File: src/design/xmii_pkg.sv
// Contract
// - In MII and RGMII modes each receive nibble goes out on all four receive data lines, changing at the receive clock rising edge.
// - In RMII mode receive data uses only the two low data lines; the two upper lines are unused, save line 3 when RMII master is strapped.
// - With RMII master strapped, the reference clock is driven out on receive data line 3 to feed the MAC.
// - In MII and RGMII modes a receive clock is driven out; in RMII mode it is unused.
// - Receive error goes high on an error symbol inside a packet, on the receive clock edge (MII) or reference edge (RMII), unused in RGMII.
// - On a receive error the forwarded data is corrupted so the MAC need not watch receive error.
// - In MII mode receive data valid is high exactly while valid data is on the four data lines.
// - In RMII mode one combined carrier-sense/data-valid signal is driven; data is on the two low lines while it is high.
// - In RGMII mode valid and error share one control line: valid at the clock rising edge, error at the falling edge; the code sends valid XOR error there.
// - In MII mode a transmit clock is driven out with constant phase to the reference clock; unused in RMII.
package xmii_pkg;
  localparam logic [11:0] CTRL_IDX = 12'h017;
  localparam logic [11:0] STATUS_IDX = 12'h018;
  localparam logic [11:0] CTRL_ADDR = {CTRL_IDX[9:0], 2'b00};
  localparam logic [11:0] STATUS_ADDR = {STATUS_IDX[9:0], 2'b00};
  localparam logic [15:0] CTRL_RESET = 16'h0000;
  localparam int MODE_LSB = 0;
  localparam int MASTER_BIT = 2;
  localparam int SYNC_RGMII_BIT = 3;
  localparam int ST_RX_ACT = 0;
  localparam int ST_TX_ACT = 1;
  localparam int ST_EMPTY = 2;
  localparam int ST_FULL = 3;
  localparam logic [3:0] CORRUPT_NIB = 4'hE;
  localparam int FIFO_DEPTH = 8;

  typedef enum logic [1:0] {
    MODE_MII = 2'b00,
    MODE_RMII = 2'b01,
    MODE_RGMII = 2'b10
  } mode_t;

  typedef enum logic {
    RX_IDLE = 1'b0,
    RX_SEND = 1'b1
  } rx_state_t;

  typedef struct packed {
    logic last;
    logic err;
    logic [3:0] data;
  } rx_sym_t;

  typedef struct packed {
    logic er;
    logic half;
    logic [3:0] data;
  } tx_sym_t;

  typedef struct packed {
    logic clk;
    logic en;
    logic er;
    logic [3:0] d;
  } tx_pins_t;

  function automatic mode_t mode_of(input logic [15:0] c);
    case (c[MODE_LSB+:2])
      2'b00: mode_of = MODE_MII;
      2'b01: mode_of = MODE_RMII;
      2'b10: mode_of = MODE_RGMII;
      default: mode_of = MODE_MII;
    endcase
  endfunction
endpackage

File: src/design/xmii_fifo.sv
`timescale 1ns/1ps
module xmii_fifo #(
  parameter int W = 6,
  parameter int DEPTH = 8
) (
  // Clock and reset
  input wire logic clock,
  input wire logic rst_b,
  // Fill side
  input wire logic in_valid,
  input wire logic [W-1:0] in_data,
  output logic in_ready,
  // Drain side
  output logic out_valid,
  output logic [W-1:0] out_data,
  input wire logic out_ready
);
  localparam int AW = $clog2(DEPTH);
  logic [W-1:0] mem_q [DEPTH];
  logic [AW-1:0] wr_q;
  logic [AW-1:0] rd_q;
  logic [AW:0] cnt_q;
  logic [AW:0] cnt_d;
  logic push;
  logic pop;

  assign push = in_valid && in_ready;
  assign pop = out_valid && out_ready;
  assign out_data = mem_q[rd_q];

  always_comb begin
    cnt_d = cnt_q + (AW+1)'(push) - (AW+1)'(pop);
  end

  // Storage needs no reset; flags guard every read
  always_ff @(posedge clock) begin
    if (push) begin
      mem_q[wr_q] <= in_data;
    end
  end

  always_ff @(posedge clock) begin
    if (!rst_b) begin
      wr_q <= '0;
      rd_q <= '0;
      cnt_q <= '0;
    end else begin
      wr_q <= wr_q + AW'(push);
      rd_q <= rd_q + AW'(pop);
      cnt_q <= cnt_d;
    end
  end

  // Flags from the next count so both stay registered yet exact
  always_ff @(posedge clock) begin
    if (!rst_b) begin
      in_ready <= 1'b1;
      out_valid <= 1'b0;
    end else begin
      in_ready <= cnt_d != (AW+1)'(DEPTH);
      out_valid <= cnt_d != '0;
    end
  end
endmodule

File: src/design/xmii_port.sv
// The AHB-Lite register port is this design's own decision.
`timescale 1ns/1ps
module xmii_port #(
  parameter int DEPTH = xmii_pkg::FIFO_DEPTH
) (
  // Clock and reset
  input wire logic clock,
  input wire logic rst_b,
  // AHB-Lite slave
  input wire logic hsel,
  input wire logic [31:0] haddr,
  input wire logic [1:0] htrans,
  input wire logic hwrite,
  input wire logic [2:0] hsize,
  input wire logic [31:0] hwdata,
  input wire logic hready,
  output logic hreadyout,
  output logic [31:0] hrdata,
  output logic hresp,
  // Reference clock pin
  input wire logic ref_clk,
  // Receive symbols from the line decoder
  input wire logic rx_sym_valid,
  input wire xmii_pkg::rx_sym_t rx_sym,
  output logic rx_sym_ready,
  // Receive pins to the MAC
  output logic rx_clk,
  output logic [3:0] rx_d,
  output logic rx_ctrl,
  output logic rx_er,
  // Transmit pins from the MAC
  input wire logic tx_clk_in,
  output logic tx_clk_out,
  output logic tx_clk_oe,
  input wire logic tx_en,
  input wire logic [3:0] tx_d,
  input wire logic tx_er,
  // Transmit symbols to the line encoder
  output logic tx_sym_valid,
  output xmii_pkg::tx_sym_t tx_sym
);
  logic [15:0] ctrl_q;
  xmii_pkg::mode_t mode;
  logic rmii;
  logic rgmii;
  logic master;

  assign mode = xmii_pkg::mode_of(ctrl_q);
  assign rmii = mode == xmii_pkg::MODE_RMII;
  assign rgmii = mode == xmii_pkg::MODE_RGMII;
  assign master = rmii && ctrl_q[xmii_pkg::MASTER_BIT];

  // Pin synchronisers
  logic ref_m_q;
  logic ref_s_q;
  logic ref_d_q;
  logic ref_rise;
  xmii_pkg::tx_pins_t txp_m_q;
  xmii_pkg::tx_pins_t txp_s_q;

  always_ff @(posedge clock) begin
    if (!rst_b) begin
      ref_m_q <= 1'b0;
      ref_s_q <= 1'b0;
      ref_d_q <= 1'b0;
      txp_m_q <= '0;
      txp_s_q <= '0;
    end else begin
      ref_m_q <= ref_clk;
      ref_s_q <= ref_m_q;
      ref_d_q <= ref_s_q;
      txp_m_q <= '{clk: tx_clk_in, en: tx_en, er: tx_er, d: tx_d};
      txp_s_q <= txp_m_q;
    end
  end

  assign ref_rise = ref_s_q && !ref_d_q;

  // Bus slave
  logic acc;
  logic wr_pend_q;
  logic [11:0] waddr_q;
  logic [15:0] ctrl_fwd;
  logic [3:0] status;
  logic fifo_valid;
  xmii_pkg::rx_sym_t head;
  logic pop;
  xmii_pkg::rx_state_t st_q;
  xmii_pkg::rx_state_t st_d;

  assign acc = hsel && hready && htrans[1];
  // Read right behind a write sees the written value
  assign ctrl_fwd = (wr_pend_q && waddr_q == xmii_pkg::CTRL_ADDR) ? hwdata[15:0] : ctrl_q;
  assign status = {!rx_sym_ready, !fifo_valid, txp_s_q.en, st_q == xmii_pkg::RX_SEND};

  always_ff @(posedge clock) begin
    if (!rst_b) begin
      hreadyout <= 1'b0;
      hresp <= 1'b0;
      wr_pend_q <= 1'b0;
      waddr_q <= '0;
    end else begin
      hreadyout <= 1'b1;
      hresp <= 1'b0;
      wr_pend_q <= acc && hwrite;
      waddr_q <= haddr[11:0];
    end
  end

  always_ff @(posedge clock) begin
    if (!rst_b) begin
      ctrl_q <= xmii_pkg::CTRL_RESET;
    end else if (wr_pend_q && waddr_q == xmii_pkg::CTRL_ADDR) begin
      ctrl_q <= hwdata[15:0];
    end
  end

  always_ff @(posedge clock) begin
    if (!rst_b) begin
      hrdata <= '0;
    end else if (acc && !hwrite) begin
      if (haddr[11:0] == xmii_pkg::CTRL_ADDR) begin
        hrdata <= {16'h0000, ctrl_fwd};
      end else if (haddr[11:0] == xmii_pkg::STATUS_ADDR) begin
        hrdata <= {28'h0000000, status};
      end else begin
        hrdata <= '0;
      end
    end
  end

  // Receive buffer
  xmii_fifo #(.W($bits(xmii_pkg::rx_sym_t)), .DEPTH(DEPTH)) u_fifo (
    .clock(clock),
    .rst_b(rst_b),
    .in_valid(rx_sym_valid),
    .in_data(rx_sym),
    .in_ready(rx_sym_ready),
    .out_valid(fifo_valid),
    .out_data(head),
    .out_ready(pop)
  );

  // Receive sequencer, advanced on reference rising edges
  logic hi_q;
  logic hi_d;
  logic err_q;
  logic err_d;
  logic last_q;
  logic last_d;
  logic [3:0] nib_q;
  logic [3:0] nib_d;
  logic [3:0] pres_d;
  logic dv_d;

  always_comb begin
    st_d = st_q;
    hi_d = hi_q;
    err_d = err_q;
    last_d = last_q;
    nib_d = nib_q;
    pop = 1'b0;
    if (ref_rise) begin
      if (rmii && st_q == xmii_pkg::RX_SEND && !hi_q) begin
        hi_d = 1'b1;
      end else if (fifo_valid && !(st_q == xmii_pkg::RX_SEND && last_q)) begin
        pop = 1'b1;
        st_d = xmii_pkg::RX_SEND;
        hi_d = 1'b0;
        err_d = head.err;
        last_d = head.last;
        nib_d = head.err ? xmii_pkg::CORRUPT_NIB : head.data;
      end else begin
        // Underrun or end of frame: drop valid for at least one edge
        st_d = xmii_pkg::RX_IDLE;
        hi_d = 1'b0;
        err_d = 1'b0;
        last_d = 1'b0;
        nib_d = 4'h0;
      end
    end
    dv_d = st_d == xmii_pkg::RX_SEND;
    pres_d = rmii ? {2'b00, hi_d ? nib_d[3:2] : nib_d[1:0]} : nib_d;
  end

  always_ff @(posedge clock) begin
    if (!rst_b) begin
      st_q <= xmii_pkg::RX_IDLE;
      hi_q <= 1'b0;
      err_q <= 1'b0;
      last_q <= 1'b0;
      nib_q <= 4'h0;
    end else begin
      st_q <= st_d;
      hi_q <= hi_d;
      err_q <= err_d;
      last_q <= last_d;
      nib_q <= nib_d;
    end
  end

  // Receive pins
  always_ff @(posedge clock) begin
    if (!rst_b) begin
      rx_d <= 4'h0;
    end else begin
      if (ref_rise) begin
        rx_d <= pres_d;
      end
      if (master) begin
        rx_d[3] <= ref_s_q;
      end
    end
  end

  always_ff @(posedge clock) begin
    if (!rst_b) begin
      rx_er <= 1'b0;
    end else if (ref_rise) begin
      rx_er <= err_d && !rgmii;
    end
  end

  always_ff @(posedge clock) begin
    if (!rst_b) begin
      rx_ctrl <= 1'b0;
    end else if (rgmii) begin
      rx_ctrl <= ref_s_q ? dv_d : dv_d ^ err_d;
    end else begin
      rx_ctrl <= dv_d;
    end
  end

  // Clock outputs track the synchronised reference
  always_ff @(posedge clock) begin
    if (!rst_b) begin
      rx_clk <= 1'b0;
      tx_clk_out <= 1'b0;
      tx_clk_oe <= 1'b0;
    end else begin
      rx_clk <= !rmii && ref_s_q;
      tx_clk_out <= mode == xmii_pkg::MODE_MII && ref_s_q;
      tx_clk_oe <= mode == xmii_pkg::MODE_MII;
    end
  end

  // Transmit capture; the MAC clock only counts in RGMII
  logic tclk;
  logic tclk_q;
  logic t_rise;
  logic t_fall;
  logic tx_hi_q;
  logic [1:0] low_q;
  logic rg_en_q;
  logic [3:0] rg_d_q;

  assign tclk = rgmii ? txp_s_q.clk : ref_s_q;
  assign t_rise = tclk && !tclk_q;
  assign t_fall = !tclk && tclk_q;

  always_ff @(posedge clock) begin
    if (!rst_b) begin
      tclk_q <= 1'b0;
      tx_hi_q <= 1'b0;
      low_q <= 2'b00;
      rg_en_q <= 1'b0;
      rg_d_q <= 4'h0;
      tx_sym_valid <= 1'b0;
      tx_sym <= '0;
    end else begin
      tclk_q <= tclk;
      tx_sym_valid <= 1'b0;
      if (t_rise) begin
        unique case (mode)
          xmii_pkg::MODE_MII: begin
            if (txp_s_q.en) begin
              tx_sym_valid <= 1'b1;
              tx_sym <= '{er: txp_s_q.er, half: 1'b0, data: txp_s_q.d};
            end
          end
          xmii_pkg::MODE_RMII: begin
            if (txp_s_q.en && !tx_hi_q) begin
              low_q <= txp_s_q.d[1:0];
              tx_hi_q <= 1'b1;
            end else if (txp_s_q.en) begin
              tx_sym_valid <= 1'b1;
              tx_sym <= '{er: 1'b0, half: 1'b0, data: {txp_s_q.d[1:0], low_q}};
              tx_hi_q <= 1'b0;
            end else if (tx_hi_q) begin
              // Odd dibit at frame end goes out as a half nibble
              tx_sym_valid <= 1'b1;
              tx_sym <= '{er: 1'b0, half: 1'b1, data: {2'b00, low_q}};
              tx_hi_q <= 1'b0;
            end
          end
          xmii_pkg::MODE_RGMII: begin
            rg_en_q <= txp_s_q.en;
            rg_d_q <= txp_s_q.d;
          end
        endcase
      end
      if (t_fall && rgmii && rg_en_q) begin
        tx_sym_valid <= 1'b1;
        tx_sym <= '{er: txp_s_q.en ^ rg_en_q, half: 1'b0, data: rg_d_q};
      end
    end
  end
endmodule

File: config.mk
export PLATFORM = sky130hd
export DESIGN_NAME = xmii_port
export DESIGN_NICKNAME = d
export VERILOG_FILES = /design/src/design/xmii_pkg.sv /design/src/design/xmii_fifo.sv /design/src/design/xmii_port.sv
export SDC_FILE = /design/constraint.sdc
export NUM_CORES = 1
export LEC_CHECK = 0
export BUFFER_PORTS_ARGS = -buffer_cell sky130_fd_sc_hd__buf_2
export CAP_MARGIN = 0
export CORE_AREA = 5 5 108 160
export CTS_BUF_LIST = sky130_fd_sc_hd__clkbuf_8
export CTS_CLUSTER_SIZE = 24
export DETAILED_ROUTE_END_ITERATION = 6
export DIE_AREA = 0 0 113 165
export PLACE_DENSITY_LB_ADDON = 0.2
export SYNTH_ARGS = -nofsm -noshare
export SYNTH_HDL_FRONTEND = slang
export SYNTH_HIERARCHICAL = 1
export SYNTH_SLANG_ARGS = --single-unit
File: constraint.sdc
create_clock -name clock -period 3 [get_ports clock]
set_clock_uncertainty 0.05 [all_clocks]
set_input_delay 0.3 -clock clock [delete_from_list [all_inputs] [get_ports clock]]
set_output_delay 0.3 -clock clock [all_outputs]
set_load 0.01 [all_outputs]
==> results of run 1 <==
==> worst max-delay path, stage by stage (launching register included) <==
cell and delay (ns):
dfxtp_1 0.38, a21boi_0 0.35, nand3_2 0.15, inv_2 0.09
nand3_1 0.11, nand2_1 0.08, ha_1 0.15, inv_1 0.05
fa_1 0.38, xnor2_1 0.16, or3b_2 0.47, o31a_1 0.25
==> metrics by stage <==
stage	setup WS (ns)	instances	hold slack (ns)	instance area (um2)	total power [mW]
final	0.2211	843	0.02612	7228	4.377
after global routing	0.0008900	843	0.001445	7228	4.594
after CTS	0.1522	842	0.001914	7212	4.440
after detailed placement	0.1815	800	0.3706	6733	2.907
after global placement	0.2123	800	0.3673	6733	2.887
after floorplan	0.2138	542	0.2777	6216	2.733
==> report_power, final <==
group | leakage (nW) | total, mW | internal, mW | switching, mW
Combinational | 1.47 | 0.523 | 0.245 | 0.278
Sequential | 1.32 | 2.34 | 2.29 | 0.0539
Clock | 0.199 | 1.51 | 0.696 | 0.816
==> layout make-up <==
cell class / count / area (um2) / area share
clock buffer: 18 / 247.7 / 0.03427
clock inverter: 14 / 131.4 / 0.01818
inverter: 19 / 71.32 / 0.009867
multi-input combinational: 328 / 2308 / 0.3194
timing repair buffer: 105 / 610.6 / 0.08447
tap: 203 / 254.0 / 0.03514
sequential: 156 / 3605 / 0.4987
==> synthesized netlist by cell type, types with 3 or more instances <==
cell        n
a21boi_0    3
a21o_1      3
a21oi_1    22
a32oi_1     6
and2_1     36
buf_2       3
buf_4      17
clkbuf_1   17
dfxtp_1   108
edfxtp_1   48
ha_1        9
inv_1      18
mux2_2      6
mux2i_1    26
mux4_1     12
nand2_1    29
nand2b_1    5
nand3_1    13
nand4_1     4
nor2_1     55
nor3_1      3
nor4b_1     4
o211ai_1    3
o21a_1      4
o21ai_0    21
o31a_1      4
xnor2_1     4
==> cells by family (layout without fill, tap and decap cells) <==
| kind of cell | Yosys count | in the layout |
|---|---|---|
| AO/OA/AOI/OAI | 82 | 82 |
| XOR/XNOR | 5 | 5 |
| adder cells (fa/ha/maj) | 10 | 10 |
| buffers and inverters | 58 | 156 |
| flip-flops | 156 | 156 |
| multiplexers | 44 | 44 |
| other | 1 | 17 |
| AND/OR/NAND/NOR | 170 | 170 |
==> repair_timing <==
item,CTS,global route
hold buffers,10,1
gates resized for setup,0,3
endpoints found under the hold margin,10,1
setup endpoints to repair,0,1
==> placed cells by master, fill, tap and decap left out, types with 18 or more instances in the layout <==
master,n
buf_2,82
mux2i_1,26
a21oi_1,22
inv_1,18
dfxtp_1,107
nand2_1,29
edfxtp_1,48
clkbuf_8,18
nor2_1,55
o21ai_0,21
and2_1,36
==> state kept, by name, summed over array words and instances (netlist names), 2 cells and up <==
register,cells
waddr_q,12
txp_m_q,7
ctrl_q,16
u_fifo/cnt_q,4
nib_q,4
low_q,2
hrdata,16
tx_sym,6
rx_d,4
u_fifo/wr_q,3
u_fifo/mem_q,48
u_fifo/rd_q,3
txp_s_q,6
rg_d_q,4
==> final timing paths <==
check / startpoint / end / slack [ns] / cells after the start
worst min register to register: ref_m_q / ref_s_q / 0.38 / 1
worst max register to register: st_q / u_fifo/out_valid / 0.22 / 11
worst max-delay path: st_q / u_fifo/out_valid / 0.22 / 11
worst min-delay path: ref_clk / ref_m_q / 0.03 / 2
==> layer usage <==
metal | GRT usage | wire [um] | up-vias
met3 | 0.03996 | 597 | 21
met1 | 0.1454 | 4875 | 1982
met4 | 0.05577 | 259 | 0
li1 | - | - | 2060
met5 | 0 | 0 | -
met2 | 0.2700 | 7066 | 95
==> results.py, run 1 <==
metrics = {
    "outcome": {
        "status": "completed",
    },
    "logic_synthesis": {
        "yosys_most_used_dff": "dfxtp_1",
        "synth_compound_area_frac": 0.08638,
        "synthArstFlopShare": 0,
        "synth.area.mux_share": 0.1045,
        "netlist_area_um2": 6156,
        "synthTopCellsByArea": "dfxtp_1 (35%), edfxtp_1 (23%), mux4_1 (5.1%)",
        "yosysUniqueCellTypes": 59,
        "yosysTopAreaCellShare": 0.3512,
        "yosys.area.top_type": "dfxtp_1",
        "synth-adder-area-share": 0.02154,
        "synthSimpleGateAreaFrac": 0.1443,
        "yosys_warnings": 6,
        "seq_area_frac_synth": 0.5854,
        "ys_ff_latch": 156,
        "synth_top_family_by_area": "simple AND/OR/NAND/NOR gates",
        "synth_edf_count": 48,
        "synthCells": 526,
        "syn_avg_cell_area_um2": 11.70,
        "synth_xor_area_frac": 0.007114,
    },
    "finish": {
        "nets": 726,
        "layout-drive-gt1-share": 0.2203,
        "n_fill_cell": 1478,
        "postLayoutCoreUtil": 0.4626,
        "diodes": 0,
        "area_growth_pct": 17.42,
    },
    "clock_network": {
        "clkTransAtPathRegs_ns": 0.08,
        "clk_latency_ns": 0.45,
        "cts_made_buffers": 17,
        "cts_buffer_depth": 2,
        "cts_tree": "yes",
        "root_buffer": "clkbuf_8",
        "cts_setup_buffers": 0,
        "cts.sinks": 156,
        "htree_num_levels": 4,
    },
    "critical_path": {
        "worst-setup-path-type": "reg -> reg",
        "worstPathArrival_ns": 3.06,
        "required_ns": 3.28,
        "start_kind": "register",
        "crit_path_end_kind": "register",
        "crit_fanout": 7,
    },
    "routing": {
        "wl_um": 12800,
        "avgRoutedWirePerCell_um": 15.18,
        "vias_per_cell": 4.932,
        "drcViolationCount": 0,
        "vias": 4158,
        "ant_nets": 0,
        "first_pass_iters": 4,
        "drtIter0Drc": 128,
    },
    "global_route": {
        "grt_max_degree": 34,
        "grt_usage": 0.1421,
        "grt_pass1_vias": 4259,
        "antenna_found_initial": 0,
        "grt_first_pass_wirelength_um": 20810,
        "overflow": 0,
    },
    "placement": {
        "dp.final_hpwl_um": 9423,
        "place.port_buffers": 82,
        "gp_congestion": 0.7470,
    },
    "power_and_ir_drop": {
        "ir_drop_mv": 0.2414,
        "powerDensity_nw_per_um2": 605.6,
        "leakage_nw": 2.981,
    },
    "sta": {
        "period_needed_ns": 2.779,
        "worst_pin_slew_ns": 0.7765,
        "rsz0062_at_grt": "false",
        "min_period_over_period": 0.9263,
        "setup_viol": 0,
        "hold_viol": 0,
        "timing.slew.headroom": 0.4811,
        "fin_setup_tns_ns": 0,
        "drv_slew": 0,
        "fmax_mhz": 359.9,
    },
    "floorplan": {
        "die_x_um": 113,
        "core_area_um2": 15630,
        "dieArea_um2": 18650,
        "ios": 140,
        "row_count": 56,
        "initial_core_util": 0.3940,
        "die_h_um": 165,
    },
    "hold_path": {
        "min_path_type": "in -> reg",
    },
    "run": {
        "maxCapViolCount": 0,
    },
}
(Power assumes the default switching activity.)
==> inputs of run 2 (changes only) <==
==> constraint.sdc (replaced) <==
create_clock -name clock -period 2.5 [get_ports clock]
set_clock_uncertainty 0.05 [all_clocks]
set_input_delay 0.25 -clock clock [delete_from_list [all_inputs] [get_ports clock]]
set_output_delay 0.25 -clock clock [all_outputs]
set_load 0.01 [all_outputs]
==> run 2 against run 1 <==
Against the previous run:
- setup slack got worse by 0.24 ns
- the flow now finishes with violations (setup timing)
- clock power increased by 14%
- largest power group unchanged
- critical path depth increased by 2
- total power increased by 20%
- via count increased by 3.5%
==> results.py, run 2 (synthesized netlist as in run 1, its figures left out) <==
metrics = {
    "outcome": {
        "status": "complete, but fails checks",
        "violations": "setup timing",
    },
    "routing": {
        "vias_per_cell": 4.845,
        "avgRoutedWirePerCell_um": 14.82,
        "vias": 4302,
        "wl_um": 13160,
        "drtIter0Drc": 143,
        "drcViolationCount": 0,
        "ant_nets": 0,
        "first_pass_iters": 4,
    },
    "clock_network": {
        "clk_latency_ns": 0.43,
        "cts_made_buffers": 17,
        "htree_num_levels": 4,
        "clkTransAtPathRegs_ns": 0.09,
        "root_buffer": "clkbuf_8",
        "cts_buffer_depth": 2,
        "cts_tree": "yes",
        "cts.sinks": 156,
    },
    "power_and_ir_drop": {
        "power_frac_comb": 0.134,
        "intPower_mw": 3.810,
        "switchingPower_mw": 1.426,
        "power_frac_clock": 0.329,
        "ir_drop_mv": 0.3647,
        "p_sw_frac": 0.2723,
        "leakage_nw": 3.180,
        "powerDensity_nw_per_um2": 682.9,
        "pwr-share-seq": 0.536,
    },
    "critical_path": {
        "crit_fanout": 3,
        "start_kind": "register",
        "worst-setup-path-type": "reg -> reg",
        "required_ns": 2.78,
        "crit_path_end_kind": "register",
        "worstPathArrival_ns": 2.80,
    },
    "sta": {
        "timing.slew.headroom": 0.4760,
        "period_needed_ns": 2.519,
        "drv_slew": 0,
        "fin_ws_ns": -0.01903,
        "worst_pin_slew_ns": 0.7830,
        "min_period_over_period": 1.008,
        "setup_viol": 1,
        "rsz0062_at_grt": "true",
        "hold_viol": 0,
        "fmax_mhz": 397.0,
        "whs_ns": 0.03231,
    },
    "global_route": {
        "antenna_found_initial": 0,
        "grt_pass1_vias": 4492,
        "grt_usage": 0.1493,
        "grt_first_pass_wirelength_um": 21740,
        "overflow": 0,
        "grt_max_degree": 35,
    },
    "finish": {
        "nets": 771,
        "final_cell_mix": "dfxtp_1 (106), buf_2 (82), nor2_1 (55), edfxtp_1 (48), and2_1 (36)",
        "area_growth_pct": 24.53,
        "diodes": 0,
        "layout_commonest_cell": "dfxtp_1",
        "n_fill_cell": 1438,
        "layout-drive-gt1-share": 0.2526,
        "top_register": "u_fifo/mem_q",
        "postLayoutCoreUtil": 0.4906,
        "largestRegisters": "u_fifo/mem_q: 48 flops, ctrl_q: 16 flops, hrdata: 16 flops",
        "largest_register_ffs": 48,
    },
    "floorplan": {
        "die_h_um": 165,
        "core_area_um2": 15630,
        "dieArea_um2": 18650,
        "die_x_um": 113,
        "row_count": 56,
        "initial_core_util": 0.3940,
        "ios": 140,
    },
    "placement": {
        "dp.final_hpwl_um": 9396,
        "gp_congestion": 0.7444,
        "pre_cts_slack_ns": -0.04991,
        "place.port_buffers": 82,
    },
    "run": {
        "maxCapViolCount": 0,
    },
    "hold_path": {
        "min_path_type": "in -> reg",
    },
}
-- run 2: power groups by stage --
stage / registers [mW] / logic, mW / clock network [mW]
after floorplan: 2.86 / 0.437 / 0
after global placement: 2.86 / 0.652 / 0
after detailed placement: 2.87 / 0.666 / 0
after CTS: 2.81 / 0.709 / 1.79
after global routing: 2.83 / 0.783 / 1.91
final: 2.81 / 0.703 / 1.72
-- run 2: final cells by class --
| class | count | area, um2 | share of cell area |
|---|---|---|---|
| clock buffer | 17 | 234.0 | 0.03052 |
| multi-input combinational | 328 | 2340 | 0.3052 |
| timing repair buffer | 150 | 1028 | 0.1342 |
| inverter | 19 | 71.32 | 0.009303 |
| clock inverter | 15 | 132.6 | 0.01730 |
| sequential | 156 | 3606 | 0.4704 |
| tap | 203 | 254.0 | 0.03313 |
-- run 2: final timing paths --
kind                            startpoint                to  slack [ns]  cells after the start
worst min-delay path             hwdata[6]         ctrl_q[6]        0.03                      3
worst max register to register   ctrl_q[1]  u_fifo/out_valid       -0.02                     13
worst min register to register  txp_m_q[5]         status[1]        0.38                      1
worst max-delay path             ctrl_q[1]  u_fifo/out_valid       -0.02                     13
-- run 2: repair_timing --
action,4_1_cts,5_1_grt
setup endpoints to repair,1,5
setup buffers,10,0
pin swaps,1,0
gates cloned,0,0
hold buffers,31,2
endpoints found under the hold margin,32,9
resized for setup,2,3
-- run 2: stage by stage --
stage,TNS [ns],instance area (um2),std cells,power [mW]
final,-0.01903,7666,888,5.235
after global routing,-0.2031,7666,888,5.522
after CTS,-0.02133,7642,886,5.308
after detailed placement,-0.04991,6889,813,3.536
after global placement,-0.01106,6889,813,3.517
after floorplan,-0.1641,6256,542,3.301
-- run 2: critical path, cell delays in order, from the launching register on --
cell	delay [ns]
dfxtp_2	0.33
inv_2	0.05
ha_4	0.12
nand3b_1	0.11
nand3_2	0.11
inv_2	0.06
nand2_2	0.06
nand3_1	0.08
nand2_1	0.08
ha_2	0.18
inv_2	0.04
fa_2	0.52
or3b_4	0.38
o31a_1	0.24
-- run 2: layer usage --
metal  vias to the layer above  track usage  wire length, um
met2                        81       0.2805             7270
met5                         -            0                0
met1                      2057       0.1592             5105
met3                        12      0.03996              558
li1                       2152            -                -
met4                         0      0.05249              225
